--- config.mk ---
export PLATFORM = sky130hd
export DESIGN_NAME = fpc_config_regs
export DESIGN_NICKNAME = d
export VERILOG_FILES = /design/src/fpc_pkg.sv /design/src/fpc_sync.sv /design/src/fpc_config_regs.sv
export SDC_FILE = /design/constraint.sdc
export NUM_CORES = 1
export LEC_CHECK = 0
export ABC_AREA = 1
export BUFFER_PORTS_ARGS = -buffer_cell sky130_fd_sc_hd__clkbuf_2
export CAP_MARGIN = 30
export CORE_AREA = 2 2 145 147
export CTS_CLUSTER_DIAMETER = 80
export CTS_CLUSTER_SIZE = 40
export DETAILED_ROUTE_END_ITERATION = 10
export DIE_AREA = 0 0 147 149
export HOLD_SLACK_MARGIN = 0.03
export SYNTH_ARGS = -nofsm -noshare
export SYNTH_HDL_FRONTEND = slang
export SYNTH_SLANG_ARGS = --single-unit
--- constraint.sdc ---
create_clock -name clk -period 2.5 [get_ports clk]
set_clock_uncertainty 0.1 [all_clocks]
set_input_delay 0.375 -clock clk [delete_from_list [all_inputs] [get_ports clk]]
set_output_delay 0.375 -clock clk [all_outputs]
set_load 0.005 [all_outputs]
--- src/fpc_pkg.sv ---
// Constants, field layouts and state types for the floppy and parallel
// port configuration register bank.
// Assumes one 100 MHz clock and a hard reset that is asynchronous.

package fpc_pkg;

	// ------------------------------------------------------------------
	// Logical devices and register indices
	// ------------------------------------------------------------------
	localparam logic [7:0] LDN_FLOPPY       = 8'h00;
	localparam logic [7:0] LDN_PARALLEL     = 8'h03;
	localparam logic [7:0] IDX_FDC_MODE     = 8'hF0;
	localparam logic [7:0] IDX_FDC_OPTION   = 8'hF1;
	localparam logic [7:0] IDX_FDC_TYPES    = 8'hF2;
	localparam logic [7:0] IDX_FDC_RSVD     = 8'hF3;
	localparam logic [7:0] IDX_DRIVE0       = 8'hF4;
	localparam logic [7:0] IDX_DRIVE1       = 8'hF5;
	localparam logic [7:0] IDX_PP_MODE      = 8'hF0;
	localparam logic [7:0] IDX_PP_SHARE     = 8'hF1;

	// ------------------------------------------------------------------
	// Reset values and writable bit masks
	// ------------------------------------------------------------------
	localparam logic [7:0] RST_FDC_MODE     = 8'h0E;
	localparam logic [7:0] RST_FDC_OPTION   = 8'h00;
	localparam logic [7:0] RST_FDC_TYPES    = 8'hFF;
	localparam logic [7:0] RST_DRIVE        = 8'h00;
	localparam logic [7:0] RST_PP_MODE      = 8'h3C;
	localparam logic [7:0] RST_PP_SHARE     = 8'h00;
	localparam logic [7:0] RST_INDEX        = 8'h00;
	localparam logic [7:0] MASK_FDC_MODE    = 8'hDF;
	localparam logic [7:0] MASK_DRIVE       = 8'h5B;
	localparam logic [7:0] MASK_PP_SHARE    = 8'h03;
	localparam logic [7:0] MASK_ALL         = 8'hFF;
	localparam logic [7:0] READ_ZERO        = 8'h00;

	// ------------------------------------------------------------------
	// Field positions
	// ------------------------------------------------------------------
	localparam int FM_ENHANCED   = 0;
	localparam int FM_NONBURST   = 1;
	localparam int FM_IF_LO      = 2;
	localparam int FM_PUSH_PULL  = 6;
	localparam int FM_TRISTATE   = 7;
	localparam int FO_FORCE_WP   = 0;
	localparam int FO_DENS_LO    = 2;
	localparam int DP_TYPE_LO    = 0;
	localparam int DP_RATE_LO    = 3;
	localparam int DP_PRECOMP    = 6;
	localparam int PM_MODE_LO    = 0;
	localparam int PM_THRESH_LO  = 3;
	localparam int PM_IRQ_PULSE  = 7;
	localparam int PS_SHARE_LO   = 0;

	// ------------------------------------------------------------------
	// Encodings
	// ------------------------------------------------------------------
	localparam logic [1:0] DENS_FORCE_ONE   = 2'h2;
	localparam logic [1:0] DENS_FORCE_ZERO  = 2'h3;
	localparam logic [2:0] PPM_PRINTER      = 3'h4;
	localparam logic [2:0] PPM_SPP          = 3'h0;
	localparam logic [2:0] PPM_EPP19        = 3'h1;
	localparam logic [2:0] PPM_EPP17        = 3'h5;
	localparam logic [2:0] PPM_ECP          = 3'h2;
	localparam logic [2:0] PPM_ECP_EPP19    = 3'h3;
	localparam logic [2:0] PPM_ECP_EPP17    = 3'h7;
	localparam logic [2:0] ECR_FIFO         = 3'h2;
	localparam logic [2:0] ECR_ECP          = 3'h3;
	localparam logic [2:0] ECR_TEST         = 3'h6;
	localparam logic [1:0] SHARE_NONE       = 2'h0;
	localparam logic [1:0] SHARE_DRIVE1     = 2'h1;
	localparam logic [1:0] SHARE_BOTH       = 2'h2;

	// ------------------------------------------------------------------
	// Timing
	// ------------------------------------------------------------------
	localparam int CLK_PERIOD_PS    = 10000;
	localparam int IRQ_PULSE_NS     = 100;
	localparam int IRQ_PULSE_CYC    = (IRQ_PULSE_NS * 1000) / CLK_PERIOD_PS;
	localparam int FDC_PIN_W        = 8;
	localparam int SYNC_W           = 3;

	// ------------------------------------------------------------------
	// State types
	// ------------------------------------------------------------------
	typedef enum logic [0:0] {
		IRQ_IDLE  = 1'b0,
		IRQ_PULSE = 1'b1
	} fpc_irq_state_t;

	typedef struct packed {
		logic [SYNC_W-1:0] first;
		logic [SYNC_W-1:0] second;
	} fpc_sync_t;

	typedef struct packed {
		logic [7:0] fdc_mode;
		logic [7:0] fdc_option;
		logic [7:0] fdc_types;
		logic [7:0] drive0;
		logic [7:0] drive1;
		logic [7:0] pp_mode;
		logic [7:0] pp_share;
	} fpc_regs_t;

	typedef struct packed {
		logic [7:0]           index;
		fpc_regs_t            regs;
		logic [7:0]           rdata;
		logic                 ack_n_prev;
		logic                 core_irq_prev;
		fpc_irq_state_t       irq_state;
		logic [7:0]           irq_count;
		logic                 irq_out;
		logic                 irq_oe_n;
		logic [FDC_PIN_W-1:0] pad_out;
		logic [FDC_PIN_W-1:0] pad_oe_n;
		logic [FDC_PIN_W-1:0] port_fdc_out;
		logic                 port_fdc_oe_n;
		logic                 core_wp_n;
		logic                 density_out;
	} fpc_state_t;

endpackage : fpc_pkg

--- src/fpc_sync.sv ---
// Two-stage synchroniser for pin inputs entering the clock domain.
// Assumes inputs are asynchronous levels; outputs lag by two edges.
`timescale 1ns/1ps

module fpc_sync (
	input  wire logic                       clk,
	input  wire logic                       rstn,
	input  wire logic [fpc_pkg::SYNC_W-1:0] async_in,
	output logic      [fpc_pkg::SYNC_W-1:0] sync_out
);

	fpc_pkg::fpc_sync_t state_reg;
	fpc_pkg::fpc_sync_t state_next;

	// First stage feeds only the second stage
	always_comb begin
		state_next        = state_reg;
		state_next.first  = async_in;
		state_next.second = state_reg.first;
	end

	// Inputs idle high, so reset to ones
	always_ff @(posedge clk or negedge rstn) begin
		if (!rstn) begin
			state_reg <= '{first: '1, second: '1};
		end else begin
			state_reg <= state_next;
		end
	end

	assign sync_out = state_reg.second;

endmodule : fpc_sync

--- src/fpc_config_regs.sv ---
// Vendor configuration register bank for the floppy and parallel port
// logical devices, with the pin muxing and interrupt shaping they steer.
// Assumes the config port address is decoded upstream, the logical
// device number comes from the global registers, and core signals are
// on this clock.
`timescale 1ns/1ps

module fpc_config_regs (
	input  wire logic                          clk,
	input  wire logic                          rstn,
	input  wire logic                          soft_reset,
	input  wire logic                          cfg_sel,
	input  wire logic                          cfg_addr,
	input  wire logic                          cfg_wr,
	input  wire logic                          cfg_rd,
	input  wire logic [7:0]                    cfg_wdata,
	input  wire logic [7:0]                    cfg_ldn,
	output logic      [7:0]                    cfg_rdata,
	output logic                               enhanced_mode,
	output logic                               burst_dma_en,
	output logic      [1:0]                    host_if_mode,
	output logic      [7:0]                    drive_type_code,
	output logic      [1:0]                    drive0_type_select,
	output logic      [1:0]                    drive0_rate_table,
	output logic                               drive0_precomp_disable,
	output logic      [1:0]                    drive1_type_select,
	output logic      [1:0]                    drive1_rate_table,
	output logic                               drive1_precomp_disable,
	output logic      [2:0]                    port_mode,
	output logic      [3:0]                    fifo_threshold,
	output logic      [1:0]                    port_floppy_pin_share,
	input  wire logic [fpc_pkg::FDC_PIN_W-1:0] fdc_core_out,
	output logic      [fpc_pkg::FDC_PIN_W-1:0] fdc_pad_out,
	output logic      [fpc_pkg::FDC_PIN_W-1:0] fdc_pad_oe_n,
	output logic      [fpc_pkg::FDC_PIN_W-1:0] port_fdc_out,
	output logic                               port_fdc_oe_n,
	input  wire logic                          drive0_select_n,
	input  wire logic                          write_protect_in_n,
	input  wire logic                          port_write_protect_n,
	output logic                               core_write_protect_n,
	input  wire logic                          density_core,
	output logic                               density_out,
	input  wire logic                          ack_in_n,
	input  wire logic [2:0]                    ecr_mode,
	input  wire logic                          port_core_irq,
	output logic                               port_irq_out,
	output logic                               port_irq_oe_n
);

	fpc_pkg::fpc_state_t          state_reg;
	fpc_pkg::fpc_state_t          state_next;
	logic [fpc_pkg::SYNC_W-1:0]   pins_sync;
	logic                         wp_pin_n;
	logic                         wp_port_n;
	logic                         ack_n;

	// ------------------------------------------------------------------
	// Pin synchronisers
	// ------------------------------------------------------------------
	fpc_sync u_sync (
		.clk      (clk),
		.rstn     (rstn),
		.async_in ({ack_in_n, port_write_protect_n, write_protect_in_n}),
		.sync_out (pins_sync)
	);

	assign wp_pin_n  = pins_sync[0];
	assign wp_port_n = pins_sync[1];
	assign ack_n     = pins_sync[2];

	// ------------------------------------------------------------------
	// Next-state logic
	// ------------------------------------------------------------------

	// Field views of the stored registers
	logic       fld_tristate;
	logic       fld_push_pull;
	logic       fld_force_wp;
	logic [1:0] fld_density;
	logic [2:0] fld_pmode;
	logic       fld_pulse;
	logic [1:0] fld_share;

	assign fld_tristate  = state_reg.regs.fdc_mode[fpc_pkg::FM_TRISTATE];
	assign fld_push_pull = state_reg.regs.fdc_mode[fpc_pkg::FM_PUSH_PULL];
	assign fld_force_wp  = state_reg.regs.fdc_option[fpc_pkg::FO_FORCE_WP];
	assign fld_density   = state_reg.regs.fdc_option[fpc_pkg::FO_DENS_LO +: 2];
	assign fld_pmode     = state_reg.regs.pp_mode[fpc_pkg::PM_MODE_LO +: 3];
	assign fld_pulse     = state_reg.regs.pp_mode[fpc_pkg::PM_IRQ_PULSE];
	assign fld_share     = state_reg.regs.pp_share[fpc_pkg::PS_SHARE_LO +: 2];

	always_comb begin
		logic       ldn_fdc;
		logic       ldn_pp;
		logic       data_wr;
		logic       data_rd;
		logic [7:0] rd_value;
		logic       ecp_family;
		logic       irq_level_src;
		logic       irq_src;
		logic       irq_src_prev;
		logic       irq_event;
		logic       drive0_on_port;
		logic       any_on_port;
		state_next     = state_reg;
		ldn_fdc        = (cfg_ldn == fpc_pkg::LDN_FLOPPY);
		ldn_pp         = (cfg_ldn == fpc_pkg::LDN_PARALLEL);
		data_wr        = cfg_sel && cfg_wr && cfg_addr;
		data_rd        = cfg_sel && cfg_rd && cfg_addr;
		rd_value       = fpc_pkg::READ_ZERO;
		ecp_family     = 1'b0;
		irq_level_src  = 1'b0;
		irq_src        = 1'b0;
		irq_src_prev   = 1'b0;
		irq_event      = 1'b0;
		drive0_on_port = 1'b0;
		any_on_port    = 1'b0;

		// Index port; soft reset only clears the pointer, never the bank
		if (soft_reset) begin
			state_next.index = fpc_pkg::RST_INDEX;
		end else if (cfg_sel && cfg_wr && !cfg_addr) begin
			state_next.index = cfg_wdata;
		end

		// Data port writes, masked so fixed-zero bits never store
		if (data_wr && ldn_fdc) begin
			unique case (state_reg.index)
				fpc_pkg::IDX_FDC_MODE: begin
					state_next.regs.fdc_mode = cfg_wdata & fpc_pkg::MASK_FDC_MODE;
				end
				fpc_pkg::IDX_FDC_OPTION: begin
					state_next.regs.fdc_option = cfg_wdata;
				end
				fpc_pkg::IDX_FDC_TYPES: begin
					state_next.regs.fdc_types = cfg_wdata;
				end
				fpc_pkg::IDX_DRIVE0: begin
					state_next.regs.drive0 = cfg_wdata & fpc_pkg::MASK_DRIVE;
				end
				fpc_pkg::IDX_DRIVE1: begin
					state_next.regs.drive1 = cfg_wdata & fpc_pkg::MASK_DRIVE;
				end
				default: begin
					state_next.regs = state_reg.regs;
				end
			endcase
		end else if (data_wr && ldn_pp) begin
			unique case (state_reg.index)
				fpc_pkg::IDX_PP_MODE: begin
					state_next.regs.pp_mode = cfg_wdata & fpc_pkg::MASK_ALL;
				end
				fpc_pkg::IDX_PP_SHARE: begin
					state_next.regs.pp_share = cfg_wdata & fpc_pkg::MASK_PP_SHARE;
				end
				default: begin
					state_next.regs = state_reg.regs;
				end
			endcase
		end

		// Read mux; unmapped indices and other devices answer zero
		if (ldn_fdc) begin
			unique case (state_reg.index)
				fpc_pkg::IDX_FDC_MODE:   rd_value = state_reg.regs.fdc_mode;
				fpc_pkg::IDX_FDC_OPTION: rd_value = state_reg.regs.fdc_option;
				fpc_pkg::IDX_FDC_TYPES:  rd_value = state_reg.regs.fdc_types;
				fpc_pkg::IDX_FDC_RSVD:   rd_value = fpc_pkg::READ_ZERO;
				fpc_pkg::IDX_DRIVE0:     rd_value = state_reg.regs.drive0;
				fpc_pkg::IDX_DRIVE1:     rd_value = state_reg.regs.drive1;
				default:                 rd_value = fpc_pkg::READ_ZERO;
			endcase
		end else if (ldn_pp) begin
			unique case (state_reg.index)
				fpc_pkg::IDX_PP_MODE:  rd_value = state_reg.regs.pp_mode;
				fpc_pkg::IDX_PP_SHARE: rd_value = state_reg.regs.pp_share;
				default:               rd_value = fpc_pkg::READ_ZERO;
			endcase
		end
		if (cfg_sel && cfg_rd && !cfg_addr) begin
			state_next.rdata = state_reg.index;
		end else if (data_rd) begin
			state_next.rdata = rd_value;
		end

		// Pin sharing decode; code 3 treated as normal port
		drive0_on_port = (fld_share == fpc_pkg::SHARE_BOTH);
		any_on_port    = (fld_share == fpc_pkg::SHARE_DRIVE1) || drive0_on_port;

		// Dedicated floppy pads; open drain only ever pulls low
		for (int i = 0; i < fpc_pkg::FDC_PIN_W; i++) begin
			if (fld_tristate) begin
				state_next.pad_out[i]  = 1'b0;
				state_next.pad_oe_n[i] = 1'b1;
			end else if (fld_push_pull) begin
				state_next.pad_out[i]  = fdc_core_out[i];
				state_next.pad_oe_n[i] = 1'b0;
			end else begin
				state_next.pad_out[i]  = 1'b0;
				state_next.pad_oe_n[i] = fdc_core_out[i];
			end
		end

		// Port-pin floppy path ignores output type and tri-state
		state_next.port_fdc_out  = fdc_core_out;
		state_next.port_fdc_oe_n = !any_on_port;

		// Write protect from whichever pins carry drive 0
		state_next.core_wp_n = (drive0_on_port ? wp_port_n : wp_pin_n)
			&& !(fld_force_wp && !drive0_select_n);

		// Density override
		unique case (fld_density)
			fpc_pkg::DENS_FORCE_ONE:  state_next.density_out = 1'b1;
			fpc_pkg::DENS_FORCE_ZERO: state_next.density_out = 1'b0;
			default:                  state_next.density_out = density_core;
		endcase

		// Interrupt source selection
		ecp_family = (fld_pmode == fpc_pkg::PPM_ECP) || (fld_pmode == fpc_pkg::PPM_ECP_EPP19)
			|| (fld_pmode == fpc_pkg::PPM_ECP_EPP17);
		irq_level_src = ecp_family && ((ecr_mode == fpc_pkg::ECR_ECP)
			|| (ecr_mode == fpc_pkg::ECR_TEST) || (ecr_mode == fpc_pkg::ECR_FIFO));
		irq_src      = irq_level_src ? port_core_irq : !ack_n;
		irq_src_prev = irq_level_src ? state_reg.core_irq_prev : !state_reg.ack_n_prev;
		irq_event    = irq_src && !irq_src_prev;
		state_next.ack_n_prev    = ack_n;
		state_next.core_irq_prev = port_core_irq;

		// Pulse type honoured only outside printer and SPP modes
		if (fld_pulse && (fld_pmode != fpc_pkg::PPM_PRINTER)
			&& (fld_pmode != fpc_pkg::PPM_SPP)) begin
			unique case (state_reg.irq_state)
				fpc_pkg::IRQ_IDLE: begin
					state_next.irq_out  = 1'b0;
					state_next.irq_oe_n = !irq_event;
					state_next.irq_count = 8'(fpc_pkg::IRQ_PULSE_CYC - 1);
					if (irq_event) begin
						state_next.irq_state = fpc_pkg::IRQ_PULSE;
					end
				end
				fpc_pkg::IRQ_PULSE: begin
					state_next.irq_out  = 1'b0;
					state_next.irq_count = state_reg.irq_count - 8'h01;
					if (state_reg.irq_count == 8'h00) begin
						state_next.irq_oe_n  = 1'b1;
						state_next.irq_state = fpc_pkg::IRQ_IDLE;
					end else begin
						state_next.irq_oe_n = 1'b0;
					end
				end
			endcase
		end else begin
			state_next.irq_state = fpc_pkg::IRQ_IDLE;
			state_next.irq_count = 8'h00;
			state_next.irq_out   = irq_src;
			state_next.irq_oe_n  = 1'b0;
		end
	end

	// ------------------------------------------------------------------
	// State register: hard reset is the only path to the bank defaults
	// ------------------------------------------------------------------
	always_ff @(posedge clk or negedge rstn) begin
		if (!rstn) begin
			state_reg.index              <= fpc_pkg::RST_INDEX;
			state_reg.regs.fdc_mode      <= fpc_pkg::RST_FDC_MODE;
			state_reg.regs.fdc_option    <= fpc_pkg::RST_FDC_OPTION;
			state_reg.regs.fdc_types     <= fpc_pkg::RST_FDC_TYPES;
			state_reg.regs.drive0        <= fpc_pkg::RST_DRIVE;
			state_reg.regs.drive1        <= fpc_pkg::RST_DRIVE;
			state_reg.regs.pp_mode       <= fpc_pkg::RST_PP_MODE;
			state_reg.regs.pp_share      <= fpc_pkg::RST_PP_SHARE;
			state_reg.rdata              <= fpc_pkg::READ_ZERO;
			state_reg.ack_n_prev         <= 1'b1;
			state_reg.core_irq_prev      <= 1'b0;
			state_reg.irq_state          <= fpc_pkg::IRQ_IDLE;
			state_reg.irq_count          <= 8'h00;
			state_reg.irq_out            <= 1'b0;
			state_reg.irq_oe_n           <= 1'b0;
			state_reg.pad_out            <= '0;
			state_reg.pad_oe_n           <= '1;
			state_reg.port_fdc_out       <= '0;
			state_reg.port_fdc_oe_n      <= 1'b1;
			state_reg.core_wp_n          <= 1'b1;
			state_reg.density_out        <= 1'b0;
		end else begin
			state_reg <= state_next;
		end
	end

	// ------------------------------------------------------------------
	// Outputs, all taken from the state register
	// ------------------------------------------------------------------
	assign cfg_rdata              = state_reg.rdata;
	assign enhanced_mode          = state_reg.regs.fdc_mode[fpc_pkg::FM_ENHANCED];
	assign burst_dma_en           = !state_reg.regs.fdc_mode[fpc_pkg::FM_NONBURST];
	assign host_if_mode           = state_reg.regs.fdc_mode[fpc_pkg::FM_IF_LO +: 2];
	assign drive_type_code        = state_reg.regs.fdc_types;
	assign drive0_type_select     = state_reg.regs.drive0[fpc_pkg::DP_TYPE_LO +: 2];
	assign drive0_rate_table      = state_reg.regs.drive0[fpc_pkg::DP_RATE_LO +: 2];
	assign drive0_precomp_disable = state_reg.regs.drive0[fpc_pkg::DP_PRECOMP];
	assign drive1_type_select     = state_reg.regs.drive1[fpc_pkg::DP_TYPE_LO +: 2];
	assign drive1_rate_table      = state_reg.regs.drive1[fpc_pkg::DP_RATE_LO +: 2];
	assign drive1_precomp_disable = state_reg.regs.drive1[fpc_pkg::DP_PRECOMP];
	assign port_mode              = fld_pmode;
	assign fifo_threshold         = state_reg.regs.pp_mode[fpc_pkg::PM_THRESH_LO +: 4];
	assign port_floppy_pin_share  = fld_share;
	assign fdc_pad_out            = state_reg.pad_out;
	assign fdc_pad_oe_n           = state_reg.pad_oe_n;
	assign port_fdc_out           = state_reg.port_fdc_out;
	assign port_fdc_oe_n          = state_reg.port_fdc_oe_n;
	assign core_write_protect_n   = state_reg.core_wp_n;
	assign density_out            = state_reg.density_out;
	assign port_irq_out           = state_reg.irq_out;
	assign port_irq_oe_n          = state_reg.irq_oe_n;

endmodule : fpc_config_regs

==> results.json, run 1 <==
{
  "io_pins": 108,
  "grt_util_met2": 0.2042,
  "yosys-mux-area-fraction": 0.001997,
  "worst_slack_ns": 0.5345,
  "rows": 53,
  "grt_max_degree": 66,
  "first_iter_violations": 229,
  "worst-setup-path-type": "register to register",
  "initial_core_util": 0.2438,
  "synth_compound_area_frac": 0.09935,
  "switchingPower_w": 0.0008284,
  "clkSinkCount": 105,
  "routed_wl_um": 12830,
  "synthAdderAreaFrac": 0.007489,
  "syn-cell-area_mm2": 0.005012,
  "p_int_w": 0.002614,
  "hp-start": "fdc_core_out[5]",
  "post-route-drc-count": 0,
  "fin_area_mm2": 0.005811,
  "die_h_um": 149,
  "power.leakage_nw": 2.864,
  "p_comb_frac": 0.060,
  "endpoint_kind": "register",
  "nets": 664,
  "synth_warnings": 0,
  "area_growth_pct": 15.93,
  "antenna_found_initial": 0,
  "synth_top_cells_by_count": "nand2_1, dfrtp_1, buf_4, inv_1, nor2_1",
  "vias": 3708,
  "overflow": 0,
  "synth_seq_cells": 105,
  "worstPathRequired_ns": 2.69,
  "grt_pass1_wl_um": 20470,
  "grt_busiest_layer": "met2",
  "hold_class": "primary input to register",
  "multi_input_area_mm2": 0.001620,
  "hold_viol": 0,
  "yosys.area.top_type": "dfrtp_1",
  "place_area_mm2": 0.005430,
  "synthSimpleGateAreaFrac": 0.2074,
  "critPathLaunchType": "register",
  "core_mm2": 0.02056,
  "tns_ns": 0,
  "track_usage": 0.1226,
  "yosysUniqueCellTypes": 36,
  "min_to": "port_fdc_out[5]",
  "synth.top_cell.area_share": 0.3645,
  "yosysMostFrequentCell": "nand2_1",
  "r2r_cells": 11,
  "die_w_um": 147,
  "final_max_slew_viol_count": 0,
  "final-seq-area_mm2": 0.002668,
  "clk_latency_ns": 0.36,
  "finalSetupViolations": 0,
  "ir_drop_uv": 239.2,
  "routedWlPerCell_um": 14.24,
  "hpwlAfterDp_um": 9697,
  "io_buffers": 107,
  "synth_xor_area_frac": 0.006990,
  "cts_root_buffer": "clkbuf_16",
  "hold_depth": 1,
  "syn_nets": 604,
  "async_reset_ff_frac": 1.000,
  "met1_usage": 0.1557,
  "synth_area_leaders": "dfrtp_1, dfstp_2, nand2_1, buf_4, inv_1",
  "htree_levels": 3,
  "p_sw_frac": 0.2406,
  "finalPower_w": 0.003443,
  "status": "finished clean",
  "use_met3": 0.03150,
  "min_period_ns": 1.965,
  "vias_per_cell": 4.115,
  "whs_ns": 0.04510,
  "antenna_cells": 0,
  "post_cts_resize_count": 0,
  "rsz0062_at_grt": "false",
  "syn_avg_cell_area_um2": 8.935,
  "clkSlewWorstSetupHoldPaths_ns": 0.07,
  "seq_area_frac_synth": 0.5322,
  "synth-edff-count": 0,
  "p_seq_frac": 0.510,
  "cts_made_buffers": 9,
  "r2r-end": "cfg_rdata[3]",
  "drive_gt1_frac": 0.3099,
  "cts_tree": "built",
  "netlist_instances": 561,
  "finalCritPeriodShare": 0.7862,
  "worst_pin_slew_ns": 0.6841,
  "ant_nets": 0,
  "rrSetupSlack_ns": 0.53,
  "power_density_mw_per_mm2": 592.5,
  "largest_reg_flops": 26,
  "worst-path-max-fanout": 23,
  "dieArea_mm2": 0.02190,
  "synth_top_flop_cell": "dfrtp_1",
  "cts.path.max_buffers": 2,
  "max_cap_viol_count": 0,
  "relSlewSlack": 0.5439,
  "clock_power_share": 0.429,
  "synth_top_family_by_area": "simple AND/OR/NAND/NOR gates",
  "grt_pass1_vias": 3682,
  "fillers": 2202,
  "post_cts_buffers": 0,
  "r2r_start": "state_reg[109]",
  "gp_congestion": 0.8527,
  "place_ws_ns": 0.4276,
  "crit_arrival_ns": 2.16,
  "firstDrtPassIters": 4,
  "max_freq_mhz": 508.8
}
[layout make-up]
type	instances	area share
Clock inverter	7	0.01464
Clock buffer	9	0.03876
Inverter	56	0.03618
Sequential cell	105	0.4591
Tap cell	275	0.05922
Multi-Input combinational cell	330	0.2789
Timing Repair Buffer	119	0.1133
[routing by layer]
| layer | up-vias | routed length (µm) |
|---|---|---|
| li1 | 1858 | - |
| met1 | 1729 | 5706 |
| met2 | 107 | 6135 |
| met3 | 14 | 784 |
| met4 | 0 | 205 |
| met5 | - | 0 |
[timing repair]
action	in CTS	in global routing
hold buffers	7	0
hold endpoints to repair	16	0
setup endpoints to repair	0	0
[worst max-delay path: stages (launching register included)]
cell	delay (ns)
dfrtp_1	0.38
nand2_1	0.10
nor2_4	0.30
buf_4	0.32
nand3_1	0.16
nor2_1	0.14
nor2_1	0.06
nand2_1	0.10
nand2_1	0.06
nand2_1	0.06
nand2_1	0.06
nand2_1	0.06
[worst max path at each step]
| stage | start | endpoint | cells after the start |
|---|---|---|---|
| finish | state_reg[109] | cfg_rdata[3] | 11 |
| detailed placement | cfg_ldn[3] | drive1_rate_table[1] | 8 |
| floorplan | cfg_ldn[3] | drive1_type_select[0] | 8 |
| CTS | state_reg[109] | cfg_rdata[3] | 11 |
| global route | state_reg[109] | cfg_rdata[4] | 11 |
| global placement | cfg_ldn[3] | drive1_rate_table[0] | 8 |
[cells by family after synthesis]
| kind of cell | count (synthesis) |
|---|---|
| AND/OR/NAND/NOR | 235 |
| flip-flops | 105 |
| multiplexers | 1 |
| buffers and inverters | 126 |
| XOR/XNOR | 4 |
| AO/OA/AOI/OAI | 87 |
| adder cells (fa/ha/maj) | 3 |
[power groups by stage]
stage	Clock, W	Sequential (W)	Combinational (W)
final	0.00148	0.00176	0.000208
after global routing	0.00159	0.00176	0.000236
after CTS	0.00153	0.00176	0.000213
after detailed placement	0	0.00179	0.000204
after global placement	0	0.00179	0.000202
after floorplan	0	0.00179	0.000103
[cell usage in the layout, fill, tap and decap left out, drive strengths merged, types with 7 or more instances in the layout]
cell type / count
dfstp: 32
dlygate4sd3: 7
inv: 60
dfrtp: 73
o21ai: 56
nand3: 34
nand4: 9
a21oi: 21
clkbuf: 115
o22ai: 8
nand2: 131
nor2: 53
[per-stage QoR]
step                utilization  cells
floorplan                     -    561
global placement         0.2642    878
detailed placement       0.2642    878
CTS                      0.2827    901
global route             0.2827    901
finish                   0.2827    901
Power figures use the tool's default switching activity.
==> run 2: changes to the inputs <==
==> constraint.sdc (replaced) <==
create_clock -name clk -period 1.8 [get_ports clk]
set_clock_uncertainty 0.1 [all_clocks]
set_input_delay 0.27 -clock clk [delete_from_list [all_inputs] [get_ports clk]]
set_output_delay 0.27 -clock clk [all_outputs]
set_load 0.005 [all_outputs]
==> run 2 against run 1 <==
  * First-iteration DRC count decreased by 21%
  * Worst setup slack got worse by 0.43 ns
  * Combinational power grew 47%
==> results.json, run 2 (synthesis gave the netlist of run 1 again) <==
{
  "hold_class": "primary input to register",
  "clock_power_share": 0.463,
  "power_density_mw_per_mm2": 846.7,
  "worstPathRequired_ns": 1.99,
  "hpwlAfterDp_um": 9797,
  "post-route-drc-count": 0,
  "max_freq_mhz": 589.9,
  "p_comb_frac": 0.060,
  "clk_latency_ns": 0.35,
  "die_h_um": 149,
  "rows": 53,
  "vias": 3809,
  "multi_input_area_mm2": 0.001642,
  "status": "finished clean",
  "cts_made_buffers": 9,
  "grt_pass1_wl_um": 20510,
  "power.leakage_nw": 2.977,
  "fillers": 2193,
  "grt_pass1_vias": 3713,
  "endpoint_kind": "register",
  "htree_levels": 3,
  "finalPower_w": 0.005113,
  "p_seq_frac": 0.478,
  "final_util": 0.2937,
  "mostFrequentLayoutCell": "nand2_1",
  "vias_per_cell": 4.140,
  "max_cap_viol_count": 0,
  "cts.path.max_buffers": 2,
  "ir_drop_uv": 319.1,
  "hold_viol": 0,
  "routedWlPerCell_um": 14.28,
  "largest_reg_flops": 26,
  "clkSinkCount": 105,
  "p_sw_frac": 0.2113,
  "gp_congestion": 0.8447,
  "min_period_ns": 1.695,
  "final_cell_mix": "nand2_1, clkbuf_2, dfrtp_1",
  "ant_nets": 0,
  "worst_pin_slew_ns": 0.5969,
  "cts_root_buffer": "clkbuf_16",
  "firstDrtPassIters": 4,
  "routed_wl_um": 13140,
  "io_buffers": 107,
  "drive_gt1_frac": 0.3209,
  "antenna_found_initial": 0,
  "core_mm2": 0.02056,
  "worst-setup-path-type": "register to register",
  "die_w_um": 147,
  "clkSlewWorstSetupHoldPaths_ns": 0.07,
  "nets": 683,
  "tns_ns": 0,
  "io_pins": 108,
  "worst-path-max-fanout": 7,
  "dieArea_mm2": 0.02190,
  "cts_tree": "built",
  "first_iter_violations": 180,
  "track_usage": 0.1222,
  "area_growth_pct": 20.47,
  "overflow": 0,
  "antenna_cells": 0,
  "crit_arrival_ns": 1.89,
  "rsz0062_at_grt": "true",
  "grt_max_degree": 106,
  "initial_core_util": 0.2438,
  "switchingPower_w": 0.001080,
  "relSlewSlack": 0.6020,
  "p_int_w": 0.004032,
  "finalCritPeriodShare": 0.9418,
  "final_max_slew_viol_count": 0,
  "finalSetupViolations": 0,
  "critPathLaunchType": "register",
  "final-seq-area_mm2": 0.002668
}
## run 2: cell count changes in the layout (fill, tap and decap cells not counted), sizes merged
cell,change
bufinv,+3
dlygate4sd3,+6
nor2,+1
buf,+12
clkbuf,+1
inv,-4
## run 2: layout make-up
cell class | count | area share
multi-input cells | 331 | 0.2719
flip-flops and latches | 105 | 0.4418
well taps | 275 | 0.05698
clock buffers | 10 | 0.03792
clock inverters | 6 | 0.02155
repair buffers | 137 | 0.1351
inverters | 56 | 0.03481
## run 2: metal layers
| layer | track usage | up-vias | wire [µm] |
|---|---|---|---|
| li1 | - | 1898 | - |
| met1 | 0.1580 | 1785 | 5906 |
| met2 | 0.1977 | 107 | 6272 |
| met3 | 0.02446 | 19 | 690 |
| met4 | 0.05769 | 0 | 272 |
| met5 | 0 | - | 0 |
## run 2: per-stage QoR
stage	worst slack [ns]	area (µm²)	instances	hold WS (ns)
finish	0.1047	6038	920	0.03650
detailed placement	0.08350	5513	889	0.2475
CTS	0.07088	6002	918	0.03582
floorplan	0.2349	5012	561	-0.1256
global route	-0.02021	6038	920	0.04456
global placement	0.1274	5513	889	0.2476
## run 2: final timing paths
path | slack, ns | cells past startpoint | startpoint | to
min in group asynchronous | 0.40 | 3 | rstn | port_fdc_out[5]
max reg2reg | 0.10 | 11 | state_reg[110] | cfg_rdata[0]
min | 0.04 | 3 | drive0_select_n | core_write_protect_n
max in group asynchronous | 0.72 | 3 | rstn | drive0_rate_table[1]
min reg2reg | 0.26 | 0 | u_sync.state_next[2] | u_sync.sync_out[2]
max | 0.10 | 11 | state_reg[110] | cfg_rdata[0]
## run 2: repair_timing
action                                 4_1_cts  5_1_grt
resized for setup                            0        5
setup endpoints to repair                    0       24
hold buffers                                13        0
endpoints found under the hold margin       85        0
buffers inserted                             0        1
## run 2: power groups by stage
stage	clock network [W]	registers [W]	logic, W
floorplan	0	0.00248	0.000144
global placement	0	0.00249	0.000288
detailed placement	0	0.00249	0.000289
CTS	0.00242	0.00244	0.000313
global route	0.00252	0.00245	0.000344
finish	0.00237	0.00244	0.000305
## run 2: critical path: stages, from the launching register on
cell,delay [ns]
dfrtp_1,0.35
nand2_1,0.13
nor2_2,0.30
buf_4,0.20
nand3_1,0.10
nor2_1,0.10
nor2_1,0.05
nand2_1,0.08
nand2_1,0.05
nand2_1,0.05
nand2_1,0.07
nand2_1,0.06
